===== src/adcsr_pkg.sv =====
package adcsr_pkg;

  // ----------------------------------------------------------------
  // result and configuration layout
  // ----------------------------------------------------------------
  localparam int         RES_BITS   = 18;
  localparam int         CFG_BITS   = 8;
  localparam logic [7:0] CFG_RESET  = 8'h00;
  localparam int         MODE_MSB   = 7;
  localparam int         MODE_LSB   = 6;

  // ----------------------------------------------------------------
  // output mode encodings
  // ----------------------------------------------------------------
  localparam logic [1:0] MODE_CS_NOBUSY = 2'h0;
  localparam logic [1:0] MODE_CS_BUSY   = 2'h1;
  localparam logic [1:0] MODE_DC_NOBUSY = 2'h2;
  localparam logic [1:0] MODE_DC_BUSY   = 2'h3;

  // level driven as the busy (conversion done) indicator
  localparam logic       BUSY_LEVEL     = 1'b0;

  // ----------------------------------------------------------------
  // timing
  // ----------------------------------------------------------------
  localparam int         CLK_PERIOD_PS  = 5000;
  localparam int         CONV_TIME_NS   = 2000;

  // ----------------------------------------------------------------
  // sequencer states
  // ----------------------------------------------------------------
  typedef enum logic [1:0] {
    ST_ACQ,
    ST_CONV,
    ST_CFG
  } adcsr_state_t;

endpackage


===== src/adcsr_readout.sv =====
// Overview of operation
// [RULE_01] CS modes: start rise begins conversion, output floats
// [RULE_02] conversion completes regardless of convert_start level
// [RULE_03] CS no-busy: start held low, MSB at end
// [RULE_04] start low presents MSB, falls shift bits
// [RULE_05] CS no-busy: float after 18th fall or rise
// [RULE_06] CS busy: drive low when conversion completes
// [RULE_07] CS busy: MSB first, float after 19th fall
// [RULE_08] host raises start before minimum conversion time
// [RULE_09] shared line: float after 18 falls or rise
// [RULE_10] daisy no-busy: MSB out, rest held internally
// [RULE_11] daisy: falls shift, upstream bit enters far end
// [RULE_12] host gives 18 falls per chained converter
// [RULE_13] daisy busy: busy indicator driven at end
// [RULE_14] host waits 50 ns after interrupt
// [RULE_15] host gives 18 times N plus one falls
// [RULE_16] mode field bits 7:6 selects output mode
// [RULE_17] sclk high at start fall: config write
// [RULE_18] short readout: leftover bits go out first
// [RULE_19] conversion time is a configurable cycle count
`timescale 1ns/10ps
`default_nettype none

module adcsr_readout #(
  parameter int RES_BITS     = adcsr_pkg::RES_BITS,
  parameter int CONV_TIME_NS = adcsr_pkg::CONV_TIME_NS
) (
  input  wire logic                clk_sys,
  input  wire logic                nrst,
  input  wire logic                clk_en,
  input  wire logic                convert_start,
  input  wire logic                sclk,
  input  wire logic                serial_data_in,
  input  wire logic [RES_BITS-1:0] conv_result,
  output var  logic                serial_data_out,
  output var  logic                serial_data_out_oe,
  output var  logic                sample_start,
  output var  logic                conv_active,
  output var  logic [7:0]          cfg_value
);

  // ----------------------------------------------------------------
  // derived sizes
  // ----------------------------------------------------------------
  localparam int SH_W   = RES_BITS + 1;
  // least conversion time, rounded up to whole cycles
  localparam int CONV_CYCLES_RAW =
    (CONV_TIME_NS * 1000 + adcsr_pkg::CLK_PERIOD_PS - 1) / adcsr_pkg::CLK_PERIOD_PS;
  localparam int CONV_CYCLES = (CONV_CYCLES_RAW < 1) ? 1 : CONV_CYCLES_RAW;
  localparam int CNT_W  = $clog2(CONV_CYCLES + 1);
  localparam int LEFT_W = $clog2(SH_W + 1);
  localparam int CFGC_W = $clog2(adcsr_pkg::CFG_BITS + 1);

  localparam logic [CNT_W-1:0]  CONV_LAST   = CNT_W'(CONV_CYCLES - 1);
  localparam logic [LEFT_W-1:0] LEFT_NOBUSY = LEFT_W'(RES_BITS);
  localparam logic [LEFT_W-1:0] LEFT_BUSY   = LEFT_W'(RES_BITS + 1);
  localparam logic [CFGC_W-1:0] CFG_LAST    = CFGC_W'(adcsr_pkg::CFG_BITS - 1);

  generate
    if (RES_BITS < 2) begin : g_chk_res
      $error("adcsr_readout: RES_BITS must be at least 2");
    end
    if (CONV_TIME_NS < 1) begin : g_chk_conv
      $error("adcsr_readout: CONV_TIME_NS must be positive");
    end
  endgenerate

  // ----------------------------------------------------------------
  // pin synchronisers
  // ----------------------------------------------------------------
  logic [2:0] pins_s;
  logic       cs_s;
  logic       sclk_s;
  logic       din_s;

  adcsr_sync #(
    .W (3)
  ) u_sync (
    .clk_sys (clk_sys),
    .nrst    (nrst),
    .clk_en  (clk_en),
    .d_in    ({convert_start, sclk, serial_data_in}),
    .d_out   (pins_s)
  );

  assign cs_s   = pins_s[2];
  assign sclk_s = pins_s[1];
  assign din_s  = pins_s[0];

  // ----------------------------------------------------------------
  // edge detection on synchronised pins
  // ----------------------------------------------------------------
  logic cs_prev_q;
  logic sclk_prev_q;
  logic cs_rise;
  logic cs_fall;
  logic sclk_fall;

  always_ff @(posedge clk_sys or negedge nrst) begin
    if (!nrst) begin
      cs_prev_q   <= 1'b0;
      sclk_prev_q <= 1'b0;
    end else if (clk_en) begin
      cs_prev_q   <= cs_s;
      sclk_prev_q <= sclk_s;
    end
  end

  assign cs_rise   = cs_s & ~cs_prev_q;
  assign cs_fall   = ~cs_s & cs_prev_q;
  assign sclk_fall = ~sclk_s & sclk_prev_q;

  // ----------------------------------------------------------------
  // sequencer: acquisition, conversion, configuration write
  // ----------------------------------------------------------------
  adcsr_pkg::adcsr_state_t state_q;
  logic [CNT_W-1:0]        conv_cnt_q;
  logic [CFGC_W-1:0]       cfg_cnt_q;
  logic [7:0]              cfg_sh_q;
  logic [7:0]              cfg_q;
  logic [1:0]              mode_q;
  logic                    start_q;
  logic                    done;
  logic                    cs_mode;
  logic                    busy_mode;

  assign done      = (state_q == adcsr_pkg::ST_CONV) && (conv_cnt_q == '0);
  assign cs_mode   = (mode_q == adcsr_pkg::MODE_CS_NOBUSY) ||
                     (mode_q == adcsr_pkg::MODE_CS_BUSY);
  assign busy_mode = (mode_q == adcsr_pkg::MODE_CS_BUSY) ||
                     (mode_q == adcsr_pkg::MODE_DC_BUSY);

  always_ff @(posedge clk_sys or negedge nrst) begin
    if (!nrst) begin
      state_q    <= adcsr_pkg::ST_ACQ;
      conv_cnt_q <= '0;
      mode_q     <= adcsr_pkg::MODE_CS_NOBUSY;
      start_q    <= 1'b0;
    end else if (clk_en) begin
      start_q <= 1'b0;
      case (state_q)
        adcsr_pkg::ST_ACQ: begin
          if (cs_rise) begin
            // new settings take effect at the next conversion only
            state_q    <= adcsr_pkg::ST_CONV; // RULE_01
            conv_cnt_q <= CONV_LAST; // RULE_19
            mode_q     <= cfg_q[adcsr_pkg::MODE_MSB:adcsr_pkg::MODE_LSB]; // RULE_16
            start_q    <= 1'b1;
          end else if (cs_fall && sclk_s) begin
            state_q <= adcsr_pkg::ST_CFG; // RULE_17
          end
        end
        adcsr_pkg::ST_CONV: begin
          // convert_start is not looked at here, so the host may reuse it
          if (conv_cnt_q == '0) begin
            state_q <= adcsr_pkg::ST_ACQ; // RULE_02
          end else begin
            conv_cnt_q <= conv_cnt_q - 1'b1; // RULE_19
          end
        end
        adcsr_pkg::ST_CFG: begin
          if (cs_rise || (sclk_fall && cfg_cnt_q == CFG_LAST)) begin
            state_q <= adcsr_pkg::ST_ACQ;
          end
        end
        default: begin
          state_q <= adcsr_pkg::ST_ACQ;
        end
      endcase
    end
  end

  // ----------------------------------------------------------------
  // configuration register
  // ----------------------------------------------------------------
  always_ff @(posedge clk_sys or negedge nrst) begin
    if (!nrst) begin
      cfg_cnt_q <= '0;
      cfg_sh_q  <= adcsr_pkg::CFG_RESET;
      cfg_q     <= adcsr_pkg::CFG_RESET;
    end else if (clk_en) begin
      if (state_q != adcsr_pkg::ST_CFG) begin
        cfg_cnt_q <= '0;
        cfg_sh_q  <= cfg_q;
      end else if (sclk_fall) begin
        cfg_sh_q  <= {cfg_sh_q[6:0], din_s}; // RULE_17
        cfg_cnt_q <= cfg_cnt_q + 1'b1;
        if (cfg_cnt_q == CFG_LAST) begin
          cfg_q <= {cfg_sh_q[6:0], din_s}; // RULE_17
        end
      end
    end
  end

  // ----------------------------------------------------------------
  // result shifter and output drive
  // ----------------------------------------------------------------
  logic [SH_W-1:0]   sh_q;
  logic [LEFT_W-1:0] left_q;
  logic              oe_q;
  logic              shift_ok;

  assign shift_ok = (state_q == adcsr_pkg::ST_ACQ) && ~cs_s && sclk_fall;

  always_ff @(posedge clk_sys or negedge nrst) begin
    if (!nrst) begin
      sh_q   <= '0;
      left_q <= '0;
      oe_q   <= 1'b0;
    end else if (clk_en) begin
      if (done) begin
        // unread bits of an older result are kept and the new result is dropped
        if (left_q == '0) begin // RULE_18
          if (busy_mode) begin
            sh_q   <= {adcsr_pkg::BUSY_LEVEL, conv_result}; // RULE_06 RULE_13
            left_q <= LEFT_BUSY;
          end else begin
            sh_q   <= {conv_result, 1'b0}; // RULE_10
            left_q <= LEFT_NOBUSY;
          end
        end
        if (mode_q == adcsr_pkg::MODE_CS_NOBUSY) begin
          oe_q <= ~cs_s; // RULE_03
        end else begin
          oe_q <= 1'b1; // RULE_06 RULE_10 RULE_13
        end
      end else if (state_q == adcsr_pkg::ST_ACQ && !cfg_q[adcsr_pkg::MODE_MSB] && cs_rise) begin
        // the mode about to be latched governs the conversion this edge starts
        oe_q <= 1'b0; // RULE_01 RULE_05 RULE_07 RULE_09
      end else if (state_q == adcsr_pkg::ST_ACQ && cs_mode && cs_fall && !sclk_s) begin
        oe_q <= (left_q != '0); // RULE_04
      end else if (shift_ok && !cs_mode) begin
        // the chain keeps moving for as many edges as the host gives
        // without a busy bit the chain is one stage shorter: the spare stage stays empty
        if (busy_mode) begin
          sh_q <= {sh_q[SH_W-2:0], din_s}; // RULE_11 RULE_15
        end else begin
          sh_q <= {sh_q[SH_W-2:1], din_s, 1'b0}; // RULE_11 RULE_12
        end
        if (left_q != '0) begin
          left_q <= left_q - 1'b1;
        end
      end else if (shift_ok && oe_q && left_q != '0) begin
        sh_q   <= {sh_q[SH_W-2:0], 1'b0}; // RULE_04
        left_q <= left_q - 1'b1;
        if (left_q == LEFT_W'(1)) begin
          oe_q <= 1'b0; // RULE_05 RULE_07 RULE_09
        end
      end
    end
  end

  // ----------------------------------------------------------------
  // output registers
  // ----------------------------------------------------------------
  logic sdo_q;
  logic sdo_oe_q;
  logic active_q;
  logic cfg_daisy;

  assign cfg_daisy = cfg_q[adcsr_pkg::MODE_MSB];

  always_ff @(posedge clk_sys or negedge nrst) begin
    if (!nrst) begin
      sdo_q    <= 1'b0;
      sdo_oe_q <= 1'b0;
      active_q <= 1'b0;
    end else if (clk_en) begin
      // in a chain the configuration byte passes on to the next part
      if (state_q == adcsr_pkg::ST_CFG && cfg_daisy) begin
        sdo_q <= cfg_sh_q[7];
      end else begin
        sdo_q <= sh_q[SH_W-1];
      end
      sdo_oe_q <= oe_q;
      active_q <= (state_q == adcsr_pkg::ST_CONV);
    end
  end

  assign serial_data_out    = sdo_q;
  assign serial_data_out_oe = sdo_oe_q;
  assign sample_start       = start_q;
  assign conv_active        = active_q;
  assign cfg_value          = cfg_q;

endmodule

`default_nettype wire


===== src/adcsr_sync.sv =====
`timescale 1ns/10ps
`default_nettype none

module adcsr_sync #(
  parameter int W = 1
) (
  input  wire logic         clk_sys,
  input  wire logic         nrst,
  input  wire logic         clk_en,
  input  wire logic [W-1:0] d_in,
  output var  logic [W-1:0] d_out
);

  logic [W-1:0] meta_q;

  generate
    if (W < 1) begin : g_chk
      $error("adcsr_sync: W must be at least 1");
    end
  endgenerate

  // ----------------------------------------------------------------
  // two-stage synchroniser, one per pin
  // ----------------------------------------------------------------
  generate
    for (genvar i = 0; i < W; i++) begin : g_bit
      always_ff @(posedge clk_sys or negedge nrst) begin
        if (!nrst) begin
          meta_q[i] <= 1'b0;
          d_out[i]  <= 1'b0;
        end else if (clk_en) begin
          meta_q[i] <= d_in[i];
          d_out[i]  <= meta_q[i];
        end
      end
    end
  endgenerate

endmodule

`default_nettype wire


===== config.mk =====
export PLATFORM = sky130hd
export DESIGN_NAME = adcsr_readout
export DESIGN_NICKNAME = d
export VERILOG_FILES = /design/src/adcsr_pkg.sv /design/src/adcsr_readout.sv /design/src/adcsr_sync.sv
export SDC_FILE = /design/constraint.sdc
export NUM_CORES = 1
export LEC_CHECK = 0
export BUFFER_PORTS_ARGS = -buffer_cell sky130_fd_sc_hd__buf_2
export CAP_MARGIN = 20
export CORE_UTILIZATION = 45
export DETAILED_ROUTE_END_ITERATION = 12
export GPL_TIMING_DRIVEN = 0
export PLACE_DENSITY_LB_ADDON = 0.05
export RECOVER_POWER = 100
export SLEW_MARGIN = 20
export SYNTH_ARGS = -nofsm -noshare
export SYNTH_HDL_FRONTEND = slang
export SYNTH_SLANG_ARGS = --single-unit

===== constraint.sdc =====
create_clock -name clk_sys -period 1.9 [get_ports clk_sys]
set_input_delay 0.095 -clock clk_sys [delete_from_list [all_inputs] [get_ports clk_sys]]
set_output_delay 0.095 -clock clk_sys [all_outputs]
set_load 0.005 [all_outputs]

==> results_tabular.tex <==
\begin{tabular}{lr}
\hline
Metric & Value \\
\hline
\multicolumn{2}{l}{\textbf{Clock network}} \\
\quad TritonCTS clock tree & done \\
\quad Number of clock sinks seen by CTS & 70 \\
\quad Clock slew at reported path FFs & about 0.08 ns \\
\quad CTS Buf Count & 9 \\
\quad Root cell of the clock tree & sky130\_fd\_sc\_hd\_\_clkbuf\_8 \\
\quad Maximum number of buffers from clock root to sink & 2 \\
\quad Latest clock arrival within the worst-skew pair & 0.35 ns \\
\quad CTS HTree Levels & 3 \\
\multicolumn{2}{l}{\textbf{Route}} \\
\quad Remaining antenna violation count after routing & 0 \\
\quad Number of DRC markers after the initial detailed-route iteration & between 100 and 150 \\
\quad Wire length per cell after detailed routing & approximately 15 um \\
\quad Average via count per standard cell & approximately 5.3 \\
\quad Wirelength, routed & between 8 and 9 mm \\
\quad Via Count & 2911 \\
\quad Remaining routing DRC violations & 0 \\
\quad Drt first pass iters & 4 \\
\multicolumn{2}{l}{\textbf{Job}} \\
\quad Max\_cap viols & 0 \\
\multicolumn{2}{l}{\textbf{Timing}} \\
\quad Aggregate negative setup slack & -2.63 ns \\
\quad Pin slew with the least headroom to its limit & between 0.7 and 0.8 ns \\
\quad Relative slew margins & approximately 50\% \\
\quad Total count of max-transition violations in the final report & 0 \\
\quad Total setup violations reported at the end of the flow & 34 \\
\quad Final worst setup slack & -0.137 ns \\
\quad Final worst-path cycle share & 107\% \\
\quad Worst hold slack after final layout & 0.150 ns \\
\quad Max Clock Skew & between 0.009 and 0.01 ns \\
\quad RSZ-0062 raised after global routing & true \\
\quad Post-route minimum period & between 2 and 2.5 ns \\
\quad Fmax & roughly 490 MHz \\
\quad Number of hold violations in the final report & 0 \\
\multicolumn{2}{l}{\textbf{Die}} \\
\quad Vertical extent of the die & $\sim$90 um \\
\quad Num ports & 36 \\
\quad Total Die Area & approximately 0.0083 sq mm \\
\quad Area of the core region & slightly below 0.008 sq mm \\
\quad Starting density of the core & a little under half \\
\quad FP Rows & 32 \\
\quad Width of the chip & roughly 91 um \\
\multicolumn{2}{l}{\textbf{Layout}} \\
\quad Final net count & $\sim$470 \\
\quad Area grow syn2layout & 29.6\% \\
\quad Fraction of final layout cells sized beyond drive strength 1 & 32.5\% \\
\quad Count of antenna diodes in the layout & 0 \\
\quad Cell Count, Final, Fillers Out & roughly 550 \\
\multicolumn{2}{l}{\textbf{Global routing}} \\
\quad Vias in the first global route & 2828 \\
\quad Number of antenna violations at the first check in global routing & 0 \\
\quad Overflow left after global routing & 0 \\
\quad Pin count of the biggest net entering global routing & 44 \\
\quad All-layer global routing usage & 21.7\% \\
\quad First-pass GRT wire length & 14.0 mm \\
\multicolumn{2}{l}{\textbf{Logic synthesis}} \\
\quad Most frequent cell after synthesis & sky130\_fd\_sc\_hd\_\_nand2\_1 \\
\quad Sequential fraction of the synthesis area & between 40 and 50\% \\
\quad Post-synth EDFFs & 0 \\
\quad Combined area of all synthesized cells & around 0.0036 sq mm \\
\quad Leading register cell type out of synthesis & sky130\_fd\_sc\_hd\_\_dfrtp\_1 \\
\quad Fraction of registers with async set/reset & 100\% \\
\quad Top-area cell type share of the netlist area & between 40\% and 50\% \\
\quad Number of standard cells after synthesis & 368 \\
\quad Total number of yosys warnings & 0 \\
\quad Most used standard cells in the synthesized netlist & sky130\_fd\_sc\_hd\_\_nand2\_1 (72), sky130\_fd\_sc\_hd\_\_dfrtp\_1 (70), sky130\_fd\_sc\_hd\_\_o21ai\_0 (36) \\
\quad Library cells used by synthesis & 45 \\
\quad Largest cells by area after synthesis & sky130\_fd\_sc\_hd\_\_dfrtp\_1 (49\%), sky130\_fd\_sc\_hd\_\_nand2\_1 (7.5\%), sky130\_fd\_sc\_hd\_\_mux2i\_1 (7.3\%) \\
\quad Register bit total from synthesis & 70 \\
\quad Post-synthesis area per instance & just under 10 sq um \\
\quad Synth Net Count & just under 400 \\
\quad Most area-hungry cell type in the Yosys netlist & sky130\_fd\_sc\_hd\_\_dfrtp\_1 \\
\multicolumn{2}{l}{\textbf{Critical path}} \\
\quad FF-to-FF Start & left\_q[0] \\
\quad Critical Path End Type & flip-flop \\
\quad Worst reg2reg endpoint & sh\_q[0] \\
\quad Data required time of the worst path & between 2 and 2.5 ns \\
\quad Capturing instance or port of the critical path & sh\_q[0] \\
\quad Instance count on the critical path & 8 \\
\quad Biggest fanout along the worst timing path & 5 \\
\quad Class of the most critical setup path & reg2reg \\
\quad Startpoint of the worst setup timing path & left\_q[0] \\
\quad Arrival time of data at the critical path endpoint & between 2 and 2.5 ns \\
\quad Largest delay share family, worst path & simple AND/OR/NAND/NOR gates \\
\quad Kind of start point of the critical path & flip-flop \\
\quad Number of buffers and inverters on the critical path & 2 \\
\quad Worst-case reg-to-reg path depth & 8 \\
\quad Highest-delay cell along the critical path & sky130\_fd\_sc\_hd\_\_or4b\_4 \\
\quad Series of cell instances along the critical path & inv\_2 -> ha\_4 -> or4b\_4 -> nand2\_4 -> a211oi\_4 -> o21ai\_2 -> buf\_6 -> mux2\_4 \\
\quad Reg2reg setup slack & -0.14 ns \\
\quad Maximum single-stage delay on the critical path & 0.51 ns \\
\multicolumn{2}{l}{\textbf{Power and ir drop}} \\
\quad Final Total Pwr & about 4.3 mW \\
\quad Pwr per Cell Area & 917 mW/mm\^{}2 \\
\quad Leakage power & 1.99 nW \\
\quad VDD IR-drop max & approximately 0.00048 V \\
\multicolumn{2}{l}{\textbf{Place}} \\
\quad Global placer's final weighted congestion & roughly 0.78 \\
\quad Setup slack after placement & -0.374 ns \\
\quad DP Wirelength & approximately 5.3 mm \\
\quad Inst Count DP & 505 \\
\quad PortBufs & 34 \\
\multicolumn{2}{l}{\textbf{Worst hold path}} \\
\quad Worst hold path type & in2reg \\
\multicolumn{2}{l}{\textbf{Run status}} \\
\quad Violations in the final reports & setup timing \\
\quad Run status & finished, violations left \\
\hline
\end{tabular}
-- through the flow --
stage / area, sq um / util, %
2_1_floorplan: 3610 / -
5_1_grt: 4640 / 60.0
3_5_place_dp: 3940 / 51.0
4_1_cts: 4570 / 59.2
3_3_place_gp: 3910 / 50.6
6_report: 4640 / 60.0
-- power breakdown --
part | internal, mW | total, mW | switching, mW | leakage [nW]
clock network | 0.944 | 1.53 | 0.588 | 0.122
registers | 1.66 | 1.85 | 0.191 | 0.917
logic | 0.426 | 0.873 | 0.447 | 0.947
total | 3.03 | 4.25 | 1.23 | 1.99
-- flip-flops by register name, summed over array words and instances (netlist names) --
| signal | flops |
|---|---|
| sh_q | 19 |
| conv_cnt_q | 9 |
| cfg_sh_q | 8 |
| cfg_value | 8 |
| left_q | 5 |
| cfg_cnt_q | 4 |
| u_sync.d_out | 3 |
| u_sync.meta_q | 3 |
| mode_q | 2 |
| state_q | 2 |
| conv_active | 1 |
| cs_prev_q | 1 |
| oe_q | 1 |
| sample_start | 1 |
| sclk_prev_q | 1 |
| serial_data_out | 1 |
| serial_data_out_oe | 1 |
-- cells by family after synthesis --
family | after synthesis | share of synthesized area [%]
flip-flops | 70 | 48.9
AO/OA/AOI/OAI | 81 | 13.1
buffers and inverters | 31 | 3.98
AND/OR/NAND/NOR | 130 | 17.5
adder cells (fa/ha/maj) | 5 | 1.75
multiplexers | 46 | 13.6
XOR/XNOR | 5 | 1.22
-- worst min-delay path, stage by stage --
cell,delay [ns]
sky130_fd_sc_hd__buf_2,0.09
sky130_fd_sc_hd__mux2i_1,0.06
sky130_fd_sc_hd__nand2_1,0.06
sky130_fd_sc_hd__o21ai_0,0.07
sky130_fd_sc_hd__o21ai_1,0.10
-- how the worst min path moves through the flow --
stage	startpoint	end	slack [ns]	cells past startpoint
floorplan	nrst	cfg_cnt_q[0]	-0.20	0
global placement	sclk	u_sync.meta_q[1]	0.33	2
detailed placement	nrst	conv_cnt_q[2]	0.05	1
CTS	conv_result[11]	sh_q[12]	0.14	5
global route	conv_result[8]	sh_q[9]	0.16	5
finish	conv_result[10]	sh_q[10]	0.15	5
-- layer usage --
layer | GRT usage, % | share of wire (%) | vias to the layer above
met4 | 8.86 | 1.8 | 0
met3 | 4.44 | 2.0 | 14
met5 | 0 | 0 | -
met2 | 32.4 | 46 | 27
met1 | 30.6 | 50 | 1434
li1 | - | - | 1436
-- layout by cell type (no fill, tap or decap), types with 5 or more instances in the layout --
cell and count:
sky130_fd_sc_hd__xor2_1 5, sky130_fd_sc_hd__mux2i_1 26, sky130_fd_sc_hd__buf_4 24, sky130_fd_sc_hd__dfrtp_1 67
sky130_fd_sc_hd__nor2_1 16, sky130_fd_sc_hd__clkbuf_8 11, sky130_fd_sc_hd__buf_2 31, sky130_fd_sc_hd__clkbuf_1 9
sky130_fd_sc_hd__o21ai_0 30, sky130_fd_sc_hd__inv_1 9, sky130_fd_sc_hd__nand2_1 69, sky130_fd_sc_hd__mux2_2 18
sky130_fd_sc_hd__a21oi_1 6, sky130_fd_sc_hd__buf_6 9, sky130_fd_sc_hd__o21ai_1 22
-- cell type report --
cell class | count | area [sq um]
buffer | 18 | 140
clock buffer | 11 | 151
clock inverter | 5 | 105
fill | 688 | 3090
inverter | 11 | 41.3
multi-input combinational | 268 | 1900
sequential | 70 | 1760
tap | 102 | 128
timing repair buffer | 66 | 422
-- repair_timing --
item	in CTS	in global routing
hold endpoints to repair	30	0
setup buffers	16	8
gates resized for setup	47	26
endpoints found under the setup margin	51	37
hold buffers	4	0
pin swaps	19	13
cloned	5	0
No activity file was read; power rests on OpenSTA's default activity.
